**config.mk**
```make
export PLATFORM = sky130hd
export DESIGN_NAME = tchq_core
export DESIGN_NICKNAME = d
export VERILOG_FILES = /design/src/tchq_pkg.sv /design/src/tchq_core.sv /design/src/tchq_avg.sv
export SDC_FILE = /design/constraint.sdc
export NUM_CORES = 1
export LEC_CHECK = 0
export CAP_MARGIN = 20
export CORE_MARGIN = 1.5
export CORE_UTILIZATION = 50
export CTS_CLUSTER_SIZE = 24
export DETAILED_ROUTE_END_ITERATION = 10
export DONT_BUFFER_PORTS = 1
export PLACE_DENSITY = 0.68
export SLEW_MARGIN = 20
export SYNTH_ARGS = -nofsm -noshare
export SYNTH_HDL_FRONTEND = slang
export SYNTH_SLANG_ARGS = --single-unit
```
**constraint.sdc**
```tcl
create_clock -name ref_clk -period 15.6 [get_ports ref_clk]
set_input_delay 0 -clock ref_clk [delete_from_list [all_inputs] [get_ports ref_clk]]
set_output_delay 0 -clock ref_clk [all_outputs]
set_load 0.02 [all_outputs]
```
**src/tchq_pkg.sv**
```systemverilog
// Constants shared by the touch host-port command interpreter.
// Assumes a single 200 MHz clock and a host-side byte engine outside.
// Overview of operation
// - Accesses to critical registers are acknowledged within 140 us.
// - A store-to-flash command is acknowledged within 100 us, then all else waits until the store ends.
// - An averaging filter smooths raw counts over 2, 4, 8 or 16 samples.
// - With the drop filter on, a sample whose scan saw bus traffic is discarded.
// - Store-to-flash fails while the sleep interval is 512 Hz or 64 Hz.
// - With averaging on, a touch at power-up is reported and freezes the baseline.
package tchq_pkg;
  localparam int unsigned CLK_MHZ = 200;
  localparam int unsigned CRIT_ACK_US = 140;
  localparam int unsigned STORE_ACK_US = 100;
  localparam int unsigned CRIT_ACK_CYC = CRIT_ACK_US * CLK_MHZ;
  localparam int unsigned STORE_ACK_CYC = STORE_ACK_US * CLK_MHZ;
  localparam int unsigned BOOT_CYC_DEF = 1000;
  localparam int unsigned FLASH_CYC_DEF = 20000;
  localparam int unsigned CNT_W = 16;
  localparam int unsigned SLP_512HZ = 0;
  localparam int unsigned SLP_64HZ = 1;
  localparam int unsigned SLP_8HZ = 2;
  localparam int unsigned SLP_1HZ = 3;
  localparam logic [1:0] SLEEP_512HZ = 2'h0;
  localparam logic [1:0] SLEEP_64HZ = 2'h1;
  localparam logic [1:0] SLEEP_8HZ = 2'h2;
  localparam logic [1:0] SLEEP_1HZ = 2'h3;
  localparam logic [1:0] CMD_CRIT = 2'h0;
  localparam logic [1:0] CMD_STORE = 2'h1;
  localparam logic [1:0] CMD_OTHER = 2'h2;
  localparam int unsigned ACC_W = 20;
  localparam int unsigned RAW_W = 16;
  localparam logic [4:0] AVG_MAX = 5'h10;
  localparam logic [CNT_W-1:0] TOUCH_DELTA = 16'h0040;
  localparam logic [CNT_W-1:0] CNT_ZERO = 16'h0000;

  typedef enum logic [2:0]
  {
    ST_BOOT = 3'b000,
    ST_IDLE = 3'b001,
    ST_SERVE = 3'b010,
    ST_FLASH = 3'b011,
    ST_FAIL = 3'b100
  } tchq_state_t;
endpackage : tchq_pkg

```
**src/tchq_core.sv**
```systemverilog
// Top of the touch controller host-port command interpreter.
// Assumes an outside byte engine decodes host accesses into requests.
`timescale 1ns/10ps
module tchq_core
  import tchq_pkg::*;
#(
  parameter int unsigned BOOT_CYC = BOOT_CYC_DEF,
  parameter int unsigned FLASH_CYC = FLASH_CYC_DEF
)
(
  input wire logic ref_clk,
  input wire logic rst,
  input wire logic req_vld,
  input wire logic [1:0] req_cmd,
  input wire logic bus_activity,
  input wire logic [1:0] sleep_sel,
  input wire logic avg_en,
  input wire logic [1:0] avg_depth,
  input wire logic drop_en,
  input wire logic scan_start,
  input wire logic scan_done,
  input wire logic [RAW_W-1:0] scan_raw,
  output logic boot_done,
  output logic req_ack,
  output logic busy,
  output logic store_fail,
  output logic store_ok,
  output logic smp_drop,
  output logic smp_vld,
  output logic [RAW_W-1:0] smp_out,
  output logic touch,
  output logic [RAW_W-1:0] baseline
);
  tchq_state_t state_q;
  logic [31:0] cnt_q;
  logic [1:0] cmd_q;
  logic dirty_q;
  logic accept;
  logic f_vld;
  logic [RAW_W-1:0] f_val;
  logic [RAW_W-1:0] pick;
  logic first_q;
  logic frozen_q;
  logic [RAW_W:0] thresh;

  // Store may not run at the two fast sleep rates.
  function automatic logic store_blocked(input logic [1:0] s);
    return (s == SLEEP_512HZ) || (s == SLEEP_64HZ);
  endfunction : store_blocked

  // Requests are answered after a short fixed service delay of a few
  // cycles, far inside both acknowledge limits.
  localparam logic [31:0] SERVE_CYC = 32'h0000_0004;

  always_ff @(posedge ref_clk)
  begin
    if (rst)
    begin
      state_q <= ST_BOOT;
      cnt_q <= 32'h0000_0000;
      cmd_q <= CMD_CRIT;
      req_ack <= 1'b0;
      store_fail <= 1'b0;
      store_ok <= 1'b0;
    end
    else
    begin
      req_ack <= 1'b0;
      store_fail <= 1'b0;
      store_ok <= 1'b0;
      unique case (state_q)
        ST_BOOT:
        begin
          // Requests during boot are ignored; the host must wait.
          if (cnt_q >= BOOT_CYC - 1)
          begin
            state_q <= ST_IDLE;
            cnt_q <= 32'h0000_0000;
          end
          else
            cnt_q <= cnt_q + 32'h1;
        end
        ST_IDLE:
        begin
          if (req_vld && !busy)
          begin
            cmd_q <= req_cmd;
            cnt_q <= 32'h0000_0000;
            state_q <= ST_SERVE;
          end
        end
        ST_SERVE:
        begin
          if (cnt_q >= SERVE_CYC - 1)
          begin
            req_ack <= 1'b1;
            cnt_q <= 32'h0000_0000;
            if (cmd_q == CMD_STORE && store_blocked(sleep_sel))
              state_q <= ST_FAIL;
            else if (cmd_q == CMD_STORE)
              state_q <= ST_FLASH;
            else
              state_q <= ST_IDLE;
          end
          else
            cnt_q <= cnt_q + 32'h1;
        end
        ST_FLASH:
        begin
          // All requests wait here until the store completes.
          if (cnt_q >= FLASH_CYC - 1)
          begin
            store_ok <= 1'b1;
            state_q <= ST_IDLE;
          end
          else
            cnt_q <= cnt_q + 32'h1;
        end
        ST_FAIL:
        begin
          store_fail <= 1'b1;
          state_q <= ST_IDLE;
        end
        default:
          state_q <= ST_IDLE;
      endcase
    end
  end

  assign boot_done = (state_q != ST_BOOT);
  // Busy covers the acknowledge cycle, so a request still held by the
  // host at that edge is not taken a second time.
  assign busy = (state_q != ST_IDLE) || req_ack;

  // Bus traffic seen anywhere in a scan taints its sample.
  always_ff @(posedge ref_clk)
  begin
    if (rst)
      dirty_q <= 1'b0;
    else if (scan_start)
      dirty_q <= bus_activity;
    else if (bus_activity)
      dirty_q <= 1'b1;
  end

  assign accept = scan_done && !(drop_en && (dirty_q || bus_activity));

  always_ff @(posedge ref_clk)
  begin
    if (rst)
      smp_drop <= 1'b0;
    else
      smp_drop <= scan_done && !accept;
  end

  tchq_avg u_avg
  (
    .ref_clk(ref_clk),
    .rst(rst),
    .depth_sel(avg_depth),
    .smp_vld(accept),
    .smp_raw(scan_raw),
    .avg_vld(f_vld),
    .avg_out(f_val)
  );

  // Raw and averaged values both settle the cycle after a sample is taken.
  logic [RAW_W-1:0] raw_q;
  always_ff @(posedge ref_clk)
  begin
    if (rst)
      raw_q <= 16'h0000;
    else if (accept)
      raw_q <= scan_raw;
  end

  assign pick = avg_en ? f_val : raw_q;

  // One extra bit keeps the threshold from wrapping near full scale.
  assign thresh = {1'b0, baseline} + {1'b0, TOUCH_DELTA};

  always_ff @(posedge ref_clk)
  begin
    if (rst)
    begin
      smp_vld <= 1'b0;
      smp_out <= 16'h0000;
    end
    else
    begin
      smp_vld <= f_vld;
      if (f_vld)
        smp_out <= pick;
    end
  end

  // The first sample after reset seeds the baseline. With averaging on,
  // a finger present then is reported and the baseline freezes; this
  // quirk is kept on purpose so the system matches the shipped part.
  always_ff @(posedge ref_clk)
  begin
    if (rst)
    begin
      first_q <= 1'b1;
      frozen_q <= 1'b0;
      baseline <= 16'h0000;
      touch <= 1'b0;
    end
    else if (f_vld)
    begin
      first_q <= 1'b0;
      if (first_q)
      begin
        baseline <= pick;
        if (avg_en && pick > TOUCH_DELTA)
        begin
          frozen_q <= 1'b1;
          touch <= 1'b1;
        end
      end
      else if (!frozen_q)
      begin
        touch <= {1'b0, pick} > thresh;
        if (!({1'b0, pick} > thresh))
          baseline <= pick;
      end
    end
  end
endmodule : tchq_core

```
**src/tchq_avg.sv**
```systemverilog
// Averaging filter over the last 2, 4, 8 or 16 accepted samples.
// Assumes samples arrive as one-cycle strobes from the sensing front end.
`timescale 1ns/10ps
module tchq_avg
  import tchq_pkg::*;
(
  input wire logic ref_clk,
  input wire logic rst,
  input wire logic [1:0] depth_sel,
  input wire logic smp_vld,
  input wire logic [RAW_W-1:0] smp_raw,
  output logic avg_vld,
  output logic [RAW_W-1:0] avg_out
);
  logic [RAW_W-1:0] hist_q [15];
  logic [ACC_W-1:0] sum_d;
  logic [4:0] depth;
  logic [2:0] shift;

  assign depth = 5'h02 << depth_sel;
  // Three bits, so the deepest setting does not wrap the shift to zero.
  assign shift = {1'b0, depth_sel} + 3'h1;

  always_ff @(posedge ref_clk)
  begin
    if (rst)
      hist_q[0] <= 16'h0000;
    else if (smp_vld)
      hist_q[0] <= smp_raw;
  end

  genvar g;
  generate
    for (g = 1; g < 15; g++)
    begin : g_shift
      always_ff @(posedge ref_clk)
      begin
        if (rst)
          hist_q[g] <= 16'h0000;
        else if (smp_vld)
          hist_q[g] <= hist_q[g-1];
      end
    end
  endgenerate

  always_comb
  begin
    // The new sample joins the sum directly, so the mean that leaves with
    // the strobe already includes it.
    sum_d = ACC_W'(smp_raw);
    for (int i = 1; i < 16; i++)
    begin
      if (5'(i) < depth)
        sum_d = sum_d + ACC_W'(hist_q[i-1]);
    end
  end

  always_ff @(posedge ref_clk)
  begin
    if (rst)
    begin
      avg_vld <= 1'b0;
      avg_out <= 16'h0000;
    end
    else
    begin
      avg_vld <= smp_vld;
      if (smp_vld)
        avg_out <= RAW_W'(sum_d >> shift);
    end
  end
endmodule : tchq_avg

```
==> results of run 1 <==
repair_timing:
action	4_1_cts	5_1_grt
gates resized for setup	142	253
pin swaps	103	198
endpoints found under the setup margin	6	8
hold buffers	35	1
setup buffers	52	55
endpoints found under the hold margin	105	1
registers in the layout, summed over array words and instances (netlist names), 2 cells and up:
register	flops
state_q	3
smp_out	16
u_avg.hist_q	240
cmd_q	2
u_avg.avg_out	16
raw_q	16
cnt_q	32
baseline	16
through the flow:
stage          hold WS (ns)  utilization, %
6_report             0.0375            65.2
5_1_grt              0.0433            65.2
4_1_cts             0.00484            62.6
3_5_place_dp         0.0754            57.4
3_3_place_gp         0.0742            57.4
2_1_floorplan        0.0771               -
power groups by stage:
stage                     Clock, mW  Sequential, mW  Combinational (mW)
after CTS                      1.06            1.12                4.35
after global routing           1.09            1.14                5.33
after detailed placement          0            1.14                4.05
after global placement            0            1.14                3.92
after floorplan                   0            1.13                2.59
final                          1.05            1.13                4.93
kinds of logic after synthesis:
family                   count (synthesis)
AO/OA/AOI/OAI                          947
XOR/XNOR                               218
adder cells (fa/ha/maj)                276
buffers and inverters                  251
flip-flops                             351
multiplexers                            56
AND/OR/NAND/NOR                        923
critical path: cells and delay by family, from the launching register on:
family,cells,cell delay [ns]
compound gates,30,4.42
xor+xnor,10,1.56
fa+ha+maj,16,5.33
buf+inv,8,0.87
flops,1,0.38
simple gates,16,3.10
placed cells by master, fill, tap and decap left out, types with 16 or more instances in the layout:
master / synthesis / final
buf_4: 0 / 529
and2_1: 243 / 242
edfxtp_1: 240 / 240
nor2_1: 223 / 203
ha_1: 260 / 203
a21o_1: 183 / 183
a21oi_1: 240 / 177
inv_1: 157 / 144
o21ai_0: 214 / 132
nand2_1: 140 / 131
xnor2_1: 143 / 128
dfxtp_1: 111 / 111
o21ai_1: 12 / 74
xor2_1: 71 / 69
a21oi_2: 4 / 61
nand3_1: 58 / 55
clkbuf_16: 0 / 48
ha_4: 0 / 44
o21a_1: 41 / 41
nand2b_1: 39 / 38
o21bai_1: 42 / 38
a211oi_1: 43 / 38
nor2b_1: 46 / 37
nor3_1: 46 / 37
mux2i_1: 33 / 32
dlygate4sd3_1: 0 / 32
and3_1: 31 / 26
nand4_1: 22 / 22
o21ai_2: 3 / 19
a31oi_1: 18 / 16
metal layers:
layer | global-route usage, % | vias up | routed length [um]
met5 | 0 | - | 0
met4 | 11.3 | 0 | 3530
met3 | 4.19 | 186 | 4420
met2 | 48.2 | 691 | 39800
met1 | 33.4 | 11984 | 34000
li1 | - | 12060 | -
cell type report:
type	count	area, um^2	share of cell area (%)
Multi-Input combinational cell	2420	19000	52.9
Sequential cell	351	9430	26.3
Clock inverter	19	155	0.432
Clock buffer	63	1300	3.62
Inverter	158	606	1.69
Tap cell	748	936	2.61
Timing Repair Buffer	574	4470	12.5
worst max path at each step:
stage	startpoint	to	slack, ns
after CTS	u_avg.hist_q[0][0]	u_avg.avg_out[14]	0.003
after floorplan	u_avg.hist_q[0][0]	u_avg.avg_out[15]	0.30
after global routing	u_avg.hist_q[0][0]	u_avg.avg_out[15]	-0.95
after detailed placement	u_avg.hist_q[0][1]	u_avg.avg_out[15]	-0.97
final	u_avg.hist_q[0][0]	u_avg.avg_out[15]	-0.22
after global placement	u_avg.hist_q[0][1]	u_avg.avg_out[15]	-0.65
==> flow_summary.json, run 1 <==
{
  "outcome": "finished, violations left",
  "violations": "setup timing",
  "muxShareOfSynthArea_pct": 2.65,
  "place.gp.congestion": 0.918,
  "design_area_mm2": 0.0359,
  "worst_ep_required_time_ns": 16.04,
  "cts-root-buf": "clkbuf_16",
  "r2r_slack_ns": -0.22,
  "grt.total_usage_pct": 27.4,
  "critPathSlowestCell": "fa_2",
  "grt_pass1_wl_um": 125000,
  "insertion_delay_ns": 0.60,
  "r2r_end": "u_avg.avg_out[15]",
  "critical_path_arrival_ns": 16.26,
  "drive_above_1_share_pct": 26.7,
  "cpPeakStageDelay_ns": 0.56,
  "p_int_mw": 4.16,
  "rsz0062_at_grt": "true",
  "p_comb_share_pct": 69.4,
  "synth_xor_area_share_pct": 7.09,
  "ff2ff_path_depth": 80,
  "synth_largest_area_cell": "edfxtp_1",
  "slew-limit-headroom_pct": 28.3,
  "cts_tree": "built",
  "p_sw_mw": 2.95,
  "post_drt_wl_per_cell_um": 18.9,
  "antenna_found_initial": 2,
  "drc": 0,
  "rows": 86,
  "area_growth_pct": 29.5,
  "synth_top_cell_area_share_pct": 26.0,
  "final_hold_viol_count": 0,
  "ant_nets": 0,
  "drv_slew": 0,
  "hold-path-endpoint": "u_avg.avg_out[15]",
  "yosysSeqAreaShare_pct": 34.0,
  "ios": 70,
  "reg2reg_from": "u_avg.hist_q[0][0]",
  "die_x_um": 238,
  "seqPwrFrac_pct": 15.9,
  "synth-main-ff-cell": "edfxtp_1",
  "stdcell_count": 4333,
  "cp_max_fo": 5,
  "synthArstFlopShare_pct": 0,
  "setup_violations": 2,
  "clkPwrFrac_pct": 14.7,
  "tightest_slew_ns": 1.07,
  "n_antenna_cell": 0,
  "yosys_warnings": 0,
  "power_leakage_nw": 16.2,
  "grt_max_degree": 133,
  "synthTopCellsByCount": "ha_1 (260), and2_1 (243), a21oi_1 (240), edfxtp_1 (240), nor2_1 (223)",
  "place_inst": 4112,
  "initial_utilization_pct": 50.4,
  "worstSetupStartpointType": "register",
  "path_clk_slew_ns": 0.06,
  "nFillCells": 4257,
  "port_buffers": 0,
  "core_mm2": 0.0550,
  "synth_top_family_by_area": "compound AO/OA/AOI/OAI gates",
  "synth_fa_ha_area_share_pct": 12.9,
  "synth_seq_cells": 351,
  "fin_crit_sh_pct": 101,
  "synth_edf_count": 240,
  "final.min_clock_period_ns": 15.82,
  "peakVddDrop_v": 0.000102,
  "placed_cell_area_mm2": 0.0316,
  "end_kind": "register",
  "avgViaCountPerCell": 5.75,
  "fin_worst_skew_ns": 0.0276,
  "pre_cts_ws_ns": -0.967,
  "synth-compound-area-share_pct": 22.4,
  "fmax_mhz": 63.2,
  "synth_simple_gate_area_share_pct": 17.5,
  "synth_most_common_cell": "ha_1",
  "die_h_um": 238,
  "cap_violations": 0,
  "hold_path.class": "in -> reg",
  "synth_cell_types": 106,
  "holdPathStages": 3,
  "ctsHtreeMaxLevel": 2,
  "critPathKind": "reg -> reg",
  "via_count": 24921,
  "cts_sinks": 351,
  "grt_pass1_vias": 25095,
  "wirelength_um": 81800,
  "netlist_area_mm2": 0.0277,
  "p_sw_share_pct": 41.5,
  "drt-initial-drc-count": 1687,
  "fin_nets": 3854,
  "die_area_mm2": 0.0568,
  "setup_ws_ns": -0.220,
  "hpwlAfterDp_um": 55400,
  "crit_top_cell": "ha_1",
  "cts_buffers": 44,
  "tns_ns": -0.397,
  "synth.area.top_cells": "edfxtp_1 (26%), ha_1 (12%), dfxtp_1 (8.0%)",
  "syn_inst": 3022,
  "cellPowerDensity_mw_per_mm2": 198,
  "syn-num-nets": 3327,
  "p_total_mw": 7.10,
  "cts_max_path_buffers": 3,
  "postSynthAreaPerCell_um2": 9.17,
  "grt_overflow": 0,
  "first_pass_iters": 7,
  "hold_start": "rst"
}
Power figures use the tool's default switching activity.
==> inputs of run 2 (changes only) <==
--- a/config.mk
+++ b/config.mk
@@ -6,12 +6,14 @@
 export NUM_CORES = 1
 export LEC_CHECK = 0
 export CAP_MARGIN = 20
+export CELL_PAD_IN_SITES_DETAIL_PLACEMENT = 1
+export CELL_PAD_IN_SITES_GLOBAL_PLACEMENT = 2
 export CORE_MARGIN = 1.5
-export CORE_UTILIZATION = 50
+export CORE_UTILIZATION = 38
 export CTS_CLUSTER_SIZE = 24
 export DETAILED_ROUTE_END_ITERATION = 10
 export DONT_BUFFER_PORTS = 1
-export PLACE_DENSITY = 0.68
+export PLACE_DENSITY_LB_ADDON = 0.1
 export SLEW_MARGIN = 20
 export SYNTH_ARGS = -nofsm -noshare
 export SYNTH_HDL_FRONTEND = slang
==> run 2 against run 1 <==
- the flow still finishes with violations (setup timing)
- power rose by 8.1%
- first-iteration DRC count fell by 20%
- utilization fell by 12 points
- setup slack got worse by 0.052 ns
- sequential cell count did not move
- clock-buffer cell count fell by 1
==> flow_summary.json, run 2 (synthesis gave the netlist of run 1 again) <==
{
  "ant_nets": 0,
  "drv_slew": 0,
  "cts_sinks": 351,
  "worst_ep_required_time_ns": 16.05,
  "setup_ws_ns": -0.272,
  "initial_utilization_pct": 38.6,
  "rows": 98,
  "multi_input_area_mm2": 0.0194,
  "fin_crit_sh_pct": 102,
  "cts_max_path_buffers": 3,
  "first_pass_iters": 8,
  "grt_overflow": 0,
  "ios": 70,
  "p_comb_share_pct": 71.4,
  "die_x_um": 273,
  "grt_pass1_vias": 27838,
  "layout_commonest_cell": "buf_4",
  "area_growth_pct": 36.8,
  "largest_reg_flops": 240,
  "place_inst": 4439,
  "cp_max_fo": 4,
  "outcome": "finished, violations left",
  "p_sw_mw": 3.25,
  "cts_tree": "built",
  "critPathKind": "reg -> reg",
  "hold_path.class": "in -> reg",
  "post_drt_wl_per_cell_um": 21.4,
  "peakVddDrop_v": 0.000120,
  "path_clk_slew_ns": 0.06,
  "grt_max_degree": 126,
  "n_antenna_cell": 0,
  "power_leakage_nw": 17.2,
  "stdcell_count": 4707,
  "drc": 0,
  "die_h_um": 273,
  "place.gp.congestion": 0.857,
  "fin_nets": 4027,
  "cpPeakStageDelay_ns": 0.46,
  "clkPwrFrac_pct": 13.7,
  "violations": "setup timing",
  "grt.total_usage_pct": 26.2,
  "setup_violations": 3,
  "nFillCells": 8125,
  "via_count": 25853,
  "post-route-util_pct": 52.8,
  "tightest_slew_ns": 1.07,
  "die_area_mm2": 0.0745,
  "cellPowerDensity_mw_per_mm2": 203,
  "fin_worst_skew_ns": 0.0243,
  "p_int_mw": 4.43,
  "insertion_delay_ns": 0.60,
  "avgViaCountPerCell": 5.49,
  "critPathSlowestCell": "or4b_1",
  "critical_path_arrival_ns": 16.32,
  "antenna_found_initial": 2,
  "cts_buffers": 45,
  "grt_pass1_wl_um": 155000,
  "ctsHtreeMaxLevel": 2,
  "final_cell_mix": "buf_4 (692), and2_1 (241), edfxtp_1 (240), ha_1 (200), nor2_1 (199)",
  "core_mm2": 0.0719,
  "p_sw_share_pct": 42.4,
  "worstSetupStartpointType": "register",
  "crit_top_cell": "o21ai_1",
  "rsz0062_at_grt": "true",
  "wirelength_um": 101000,
  "cap_violations": 0,
  "hpwlAfterDp_um": 71500,
  "fmax_mhz": 63.0,
  "final_hold_viol_count": 0,
  "top_regs": "u_avg.hist_q: 240 flops, cnt_q: 32 flops",
  "drive_above_1_share_pct": 31.9,
  "cts-root-buf": "clkbuf_16",
  "end_kind": "register",
  "final.min_clock_period_ns": 15.87,
  "slew-limit-headroom_pct": 28.7,
  "port_buffers": 0,
  "drt-initial-drc-count": 1346,
  "seq_area_mm2": 0.00943,
  "seqPwrFrac_pct": 14.8,
  "regMostFlops": "u_avg.hist_q"
}
==> run 2: changes by cell type in the layout (fill, tap and decap cells not counted), sizes merged <==
| cell | delta |
|---|---|
| dlygate4sd3 | -3 |
| inv | -2 |
| clkbuf | -1 |
| clkinvlp | +1 |
| clkinv | +2 |
| buf | +175 |
==> run 2: repair_timing <==
item,in CTS,in global routing
pin swaps,166,209
setup endpoints to repair,8,10
hold endpoints to repair,100,1
buffers inserted,96,61
resized for setup,238,273
gates cloned,0,0
hold buffers,31,1
==> run 2: layout make-up <==
| type | count | area share, % |
|---|---|---|
| tap | 950 | 3.14 |
| clock inverter | 20 | 0.409 |
| clock buffer | 62 | 3.36 |
| multi-input combinational | 2420 | 51.3 |
| sequential | 351 | 24.9 |
| inverter | 158 | 1.60 |
| timing repair buffer | 746 | 15.4 |
==> run 2: worst max-delay path: cells and delay by family (launching register included) <==
kind	cells	cell delay [ns]
adder cells (fa/ha/maj)	16	4.99
AO/OA/AOI/OAI	31	4.92
AND/OR/NAND/NOR	14	2.42
XOR/XNOR	13	1.88
buffers and inverters	10	1.17
flip-flops	1	0.36
==> run 2: power by group through the flow <==
stage                     clock, mW  combinational [mW]  sequential, mW
after floorplan                   0                2.59            1.13
after global placement            0                4.29            1.15
after detailed placement          0                4.43            1.15
after CTS                      1.08                4.90            1.14
after global routing           1.11                5.94            1.15
final                          1.05                5.49            1.14
==> run 2: final timing paths <==
check	from	to	slack, ns	cells past startpoint
max reg2reg	u_avg.hist_q[0][0]	u_avg.avg_out[15]	-0.27	84
max	u_avg.hist_q[0][0]	u_avg.avg_out[15]	-0.27	84
min reg2reg	raw_q[8]	raw_q[8]	0.45	1
min	rst	u_avg.avg_out[10]	0.01	3
==> run 2: routing by layer <==
layer | GRT usage, % | vias to the layer above | share of wire, % | routed length (um)
li1 | - | 12370 | - | -
met4 | 8.37 | 0 | 3.0 | 3030
met3 | 2.31 | 146 | 3.1 | 3090
met1 | 34.0 | 12963 | 45 | 44800
met2 | 45.7 | 374 | 49 | 49800
met5 | 0 | - | 0 | 0
==> run 2: metrics by stage <==
stage | power, mW | area [um^2] | setup TNS [ns] | setup WS [ns] | hold slack, ns
finish | 7.68 | 37900 | -0.588 | -0.272 | 0.0142
global route | 8.19 | 37900 | -4.68 | -1.11 | 0.0187
CTS | 7.12 | 36200 | -0.617 | -0.340 | 0.000330
detailed placement | 5.59 | 32800 | -9.69 | -1.85 | 0.0787
global placement | 5.44 | 32800 | -5.45 | -1.26 | 0.0758
floorplan | 3.72 | 27700 | 0 | 0.296 | 0.0771
==> inputs of run 3 (changes only) <==
--- a/config.mk
+++ b/config.mk
@@ -6,10 +6,10 @@
 export NUM_CORES = 1
 export LEC_CHECK = 0
 export CAP_MARGIN = 20
-export CELL_PAD_IN_SITES_DETAIL_PLACEMENT = 1
-export CELL_PAD_IN_SITES_GLOBAL_PLACEMENT = 2
+export CELL_PAD_IN_SITES_DETAIL_PLACEMENT = 0
+export CELL_PAD_IN_SITES_GLOBAL_PLACEMENT = 1
 export CORE_MARGIN = 1.5
-export CORE_UTILIZATION = 38
+export CORE_UTILIZATION = 46
 export CTS_CLUSTER_SIZE = 24
 export DETAILED_ROUTE_END_ITERATION = 10
 export DONT_BUFFER_PORTS = 1
==> run 3 against run 2 <==
- the flow now finishes without violations
- critical endpoint unchanged
- first-iteration DRC count is 19% higher
- clock power hardly changed
- utilization is 8.5 points higher
- sequential power hardly changed
- sequential share of layout area is 1.1 points higher
- global-route usage is 1.1 points higher
- via count is 3.3% lower
==> flow_summary.json, run 3 (synthesis gave the netlist of run 1 again) <==
{
  "cellPowerDensity_mw_per_mm2": 197,
  "outcome": "completed",
  "die_area_mm2": 0.0617,
  "placed_cell_area_mm2": 0.0321,
  "rows": 89,
  "regMostFlops": "u_avg.hist_q",
  "cts-root-buf": "clkbuf_16",
  "drive_above_1_share_pct": 27.9,
  "path_clk_slew_ns": 0.06,
  "ctsHtreeMaxLevel": 2,
  "via_count": 24989,
  "port_buffers": 0,
  "largest_reg_flops": 240,
  "tightest_slew_ns": 1.08,
  "core_mm2": 0.0592,
  "initial_utilization_pct": 46.8,
  "fin_worst_skew_ns": 0.0221,
  "tns_ns": 0,
  "r2r_slack_ns": 0.11,
  "setup_ws_ns": 0.105,
  "pre_cts_ws_ns": -1.18,
  "critPathKind": "reg -> reg",
  "antenna_found_initial": 1,
  "worstSetupEndpoint": "u_avg.avg_out[15]",
  "end_kind": "register",
  "critPathSlowestCell": "or4b_1",
  "slew-limit-headroom_pct": 27.7,
  "drc": 0,
  "drv_slew": 0,
  "crit_top_cell": "o21ai_1",
  "final.min_clock_period_ns": 15.49,
  "die_x_um": 248,
  "post-route-util_pct": 61.2,
  "cts_tree": "built",
  "power_leakage_nw": 16.5,
  "hpwlAfterDp_um": 61500,
  "place_inst": 4204,
  "r2r_end": "u_avg.avg_out[15]",
  "fin_crit_sh_pct": 99.3,
  "post_drt_wl_per_cell_um": 19.4,
  "reg2reg_from": "u_avg.hist_q[0][0]",
  "final_cell_mix": "buf_4 (592), and2_1 (243), edfxtp_1 (240), ha_1 (215), nor2_1 (205)",
  "grt_pass1_wl_um": 136000,
  "critical_path_arrival_ns": 15.95,
  "ios": 70,
  "place.gp.congestion": 0.888,
  "area_growth_pct": 30.9,
  "worstSetupStartpointType": "register",
  "ff2ff_path_depth": 82,
  "cap_violations": 0,
  "avgViaCountPerCell": 5.65,
  "design_area_mm2": 0.0363,
  "die_h_um": 248,
  "stdcell_count": 4422,
  "grt.total_usage_pct": 27.3,
  "layout_commonest_cell": "buf_4",
  "cpPeakStageDelay_ns": 0.50,
  "hold_start": "avg_depth[0]",
  "wirelength_um": 85800,
  "rsz0062_at_grt": "true",
  "grt_max_degree": 119,
  "cp_max_fo": 5,
  "final_hold_viol_count": 0,
  "worst_ep_required_time_ns": 16.05,
  "fin_nets": 3919,
  "cts_sinks": 351,
  "peakVddDrop_v": 0.0000788,
  "first_pass_iters": 5,
  "grt_pass1_vias": 25262,
  "fmax_mhz": 64.5,
  "top_regs": "u_avg.hist_q: 240 flops, cnt_q: 32 flops",
  "hold_path.class": "in -> reg",
  "ant_nets": 0,
  "crit_start": "u_avg.hist_q[0][0]",
  "insertion_delay_ns": 0.60,
  "drt-initial-drc-count": 1597,
  "cts_max_path_buffers": 3,
  "setup_violations": 0,
  "grt_overflow": 0,
  "cts_buffers": 45
}
==> run 3: cell types whose count changed in the layout (fill, tap and decap cells not counted), sizes merged <==
cell	change
buf	-111
clkbuf	+7
clkinv	-5
dlygate4sd3	+3
bufinv	-2
diode	+2
clkinvlp	-1
inv	-1
==> run 3: worst min-delay path by stage <==
stage,endpoint,slack (ns),cells after the start
floorplan,state_q[2],0.08,1
detailed placement,smp_vld,0.08,1
global route,u_avg.avg_out[13],0.05,4
finish,u_avg.avg_out[13],0.01,4
CTS,u_avg.avg_out[13],0.001,4
global placement,smp_vld,0.07,1
==> run 3: final cells by class <==
class / instances / area [um^2]
well taps: 773 / 967
diodes: 2 / 5.00
multi-input cells: 2420 / 18800
repair buffers: 638 / 4940
fillers: 5095 / 23000
clock buffers: 69 / 1440
inverters: 158 / 606
flip-flops and latches: 351 / 9430
clock inverters: 11 / 55.1
==> run 3: critical path, delay by kind of cell, from the launching register on <==
| family | cells | cell delay [ns] |
|---|---|---|
| adders and majority gates | 15 | 4.57 |
| xor gates and xnor gates | 12 | 1.86 |
| buffers and inverters | 7 | 0.74 |
| and+or+nand+nor | 16 | 2.73 |
| DFF | 1 | 0.39 |
| AOI/OAI and AO/OA | 32 | 5.01 |
==> run 3: per-layer routing <==
metal / global-route usage [%] / wire (um)
met3: 3.27 / 3770
met5: 0 / 0
met1: 36.3 / 38700
met4: 9.40 / 2910
met2: 45.8 / 40400
==> run 3: metrics by stage <==
stage | total power, mW | hold WS (ns)
final | 7.16 | 0.0130
after detailed placement | 5.37 | 0.0761
after floorplan | 3.72 | 0.0771
after global routing | 7.66 | 0.0481
after CTS | 6.84 | 0.00135
after global placement | 5.28 | 0.0728
==> run 3: repair_timing <==
item,4_1_cts,5_1_grt
pin swaps,185,180
hold endpoints to repair,95,1
endpoints found under the setup margin,7,10
buffers inserted,68,34
gates resized for setup,236,155
hold buffers,34,1
==> run 3: power by group <==
part	internal, mW	total, mW	switching (mW)
Sequential	1.07	1.13	0.0655
Combinational	2.50	4.96	2.46
Clock	0.632	1.07	0.441
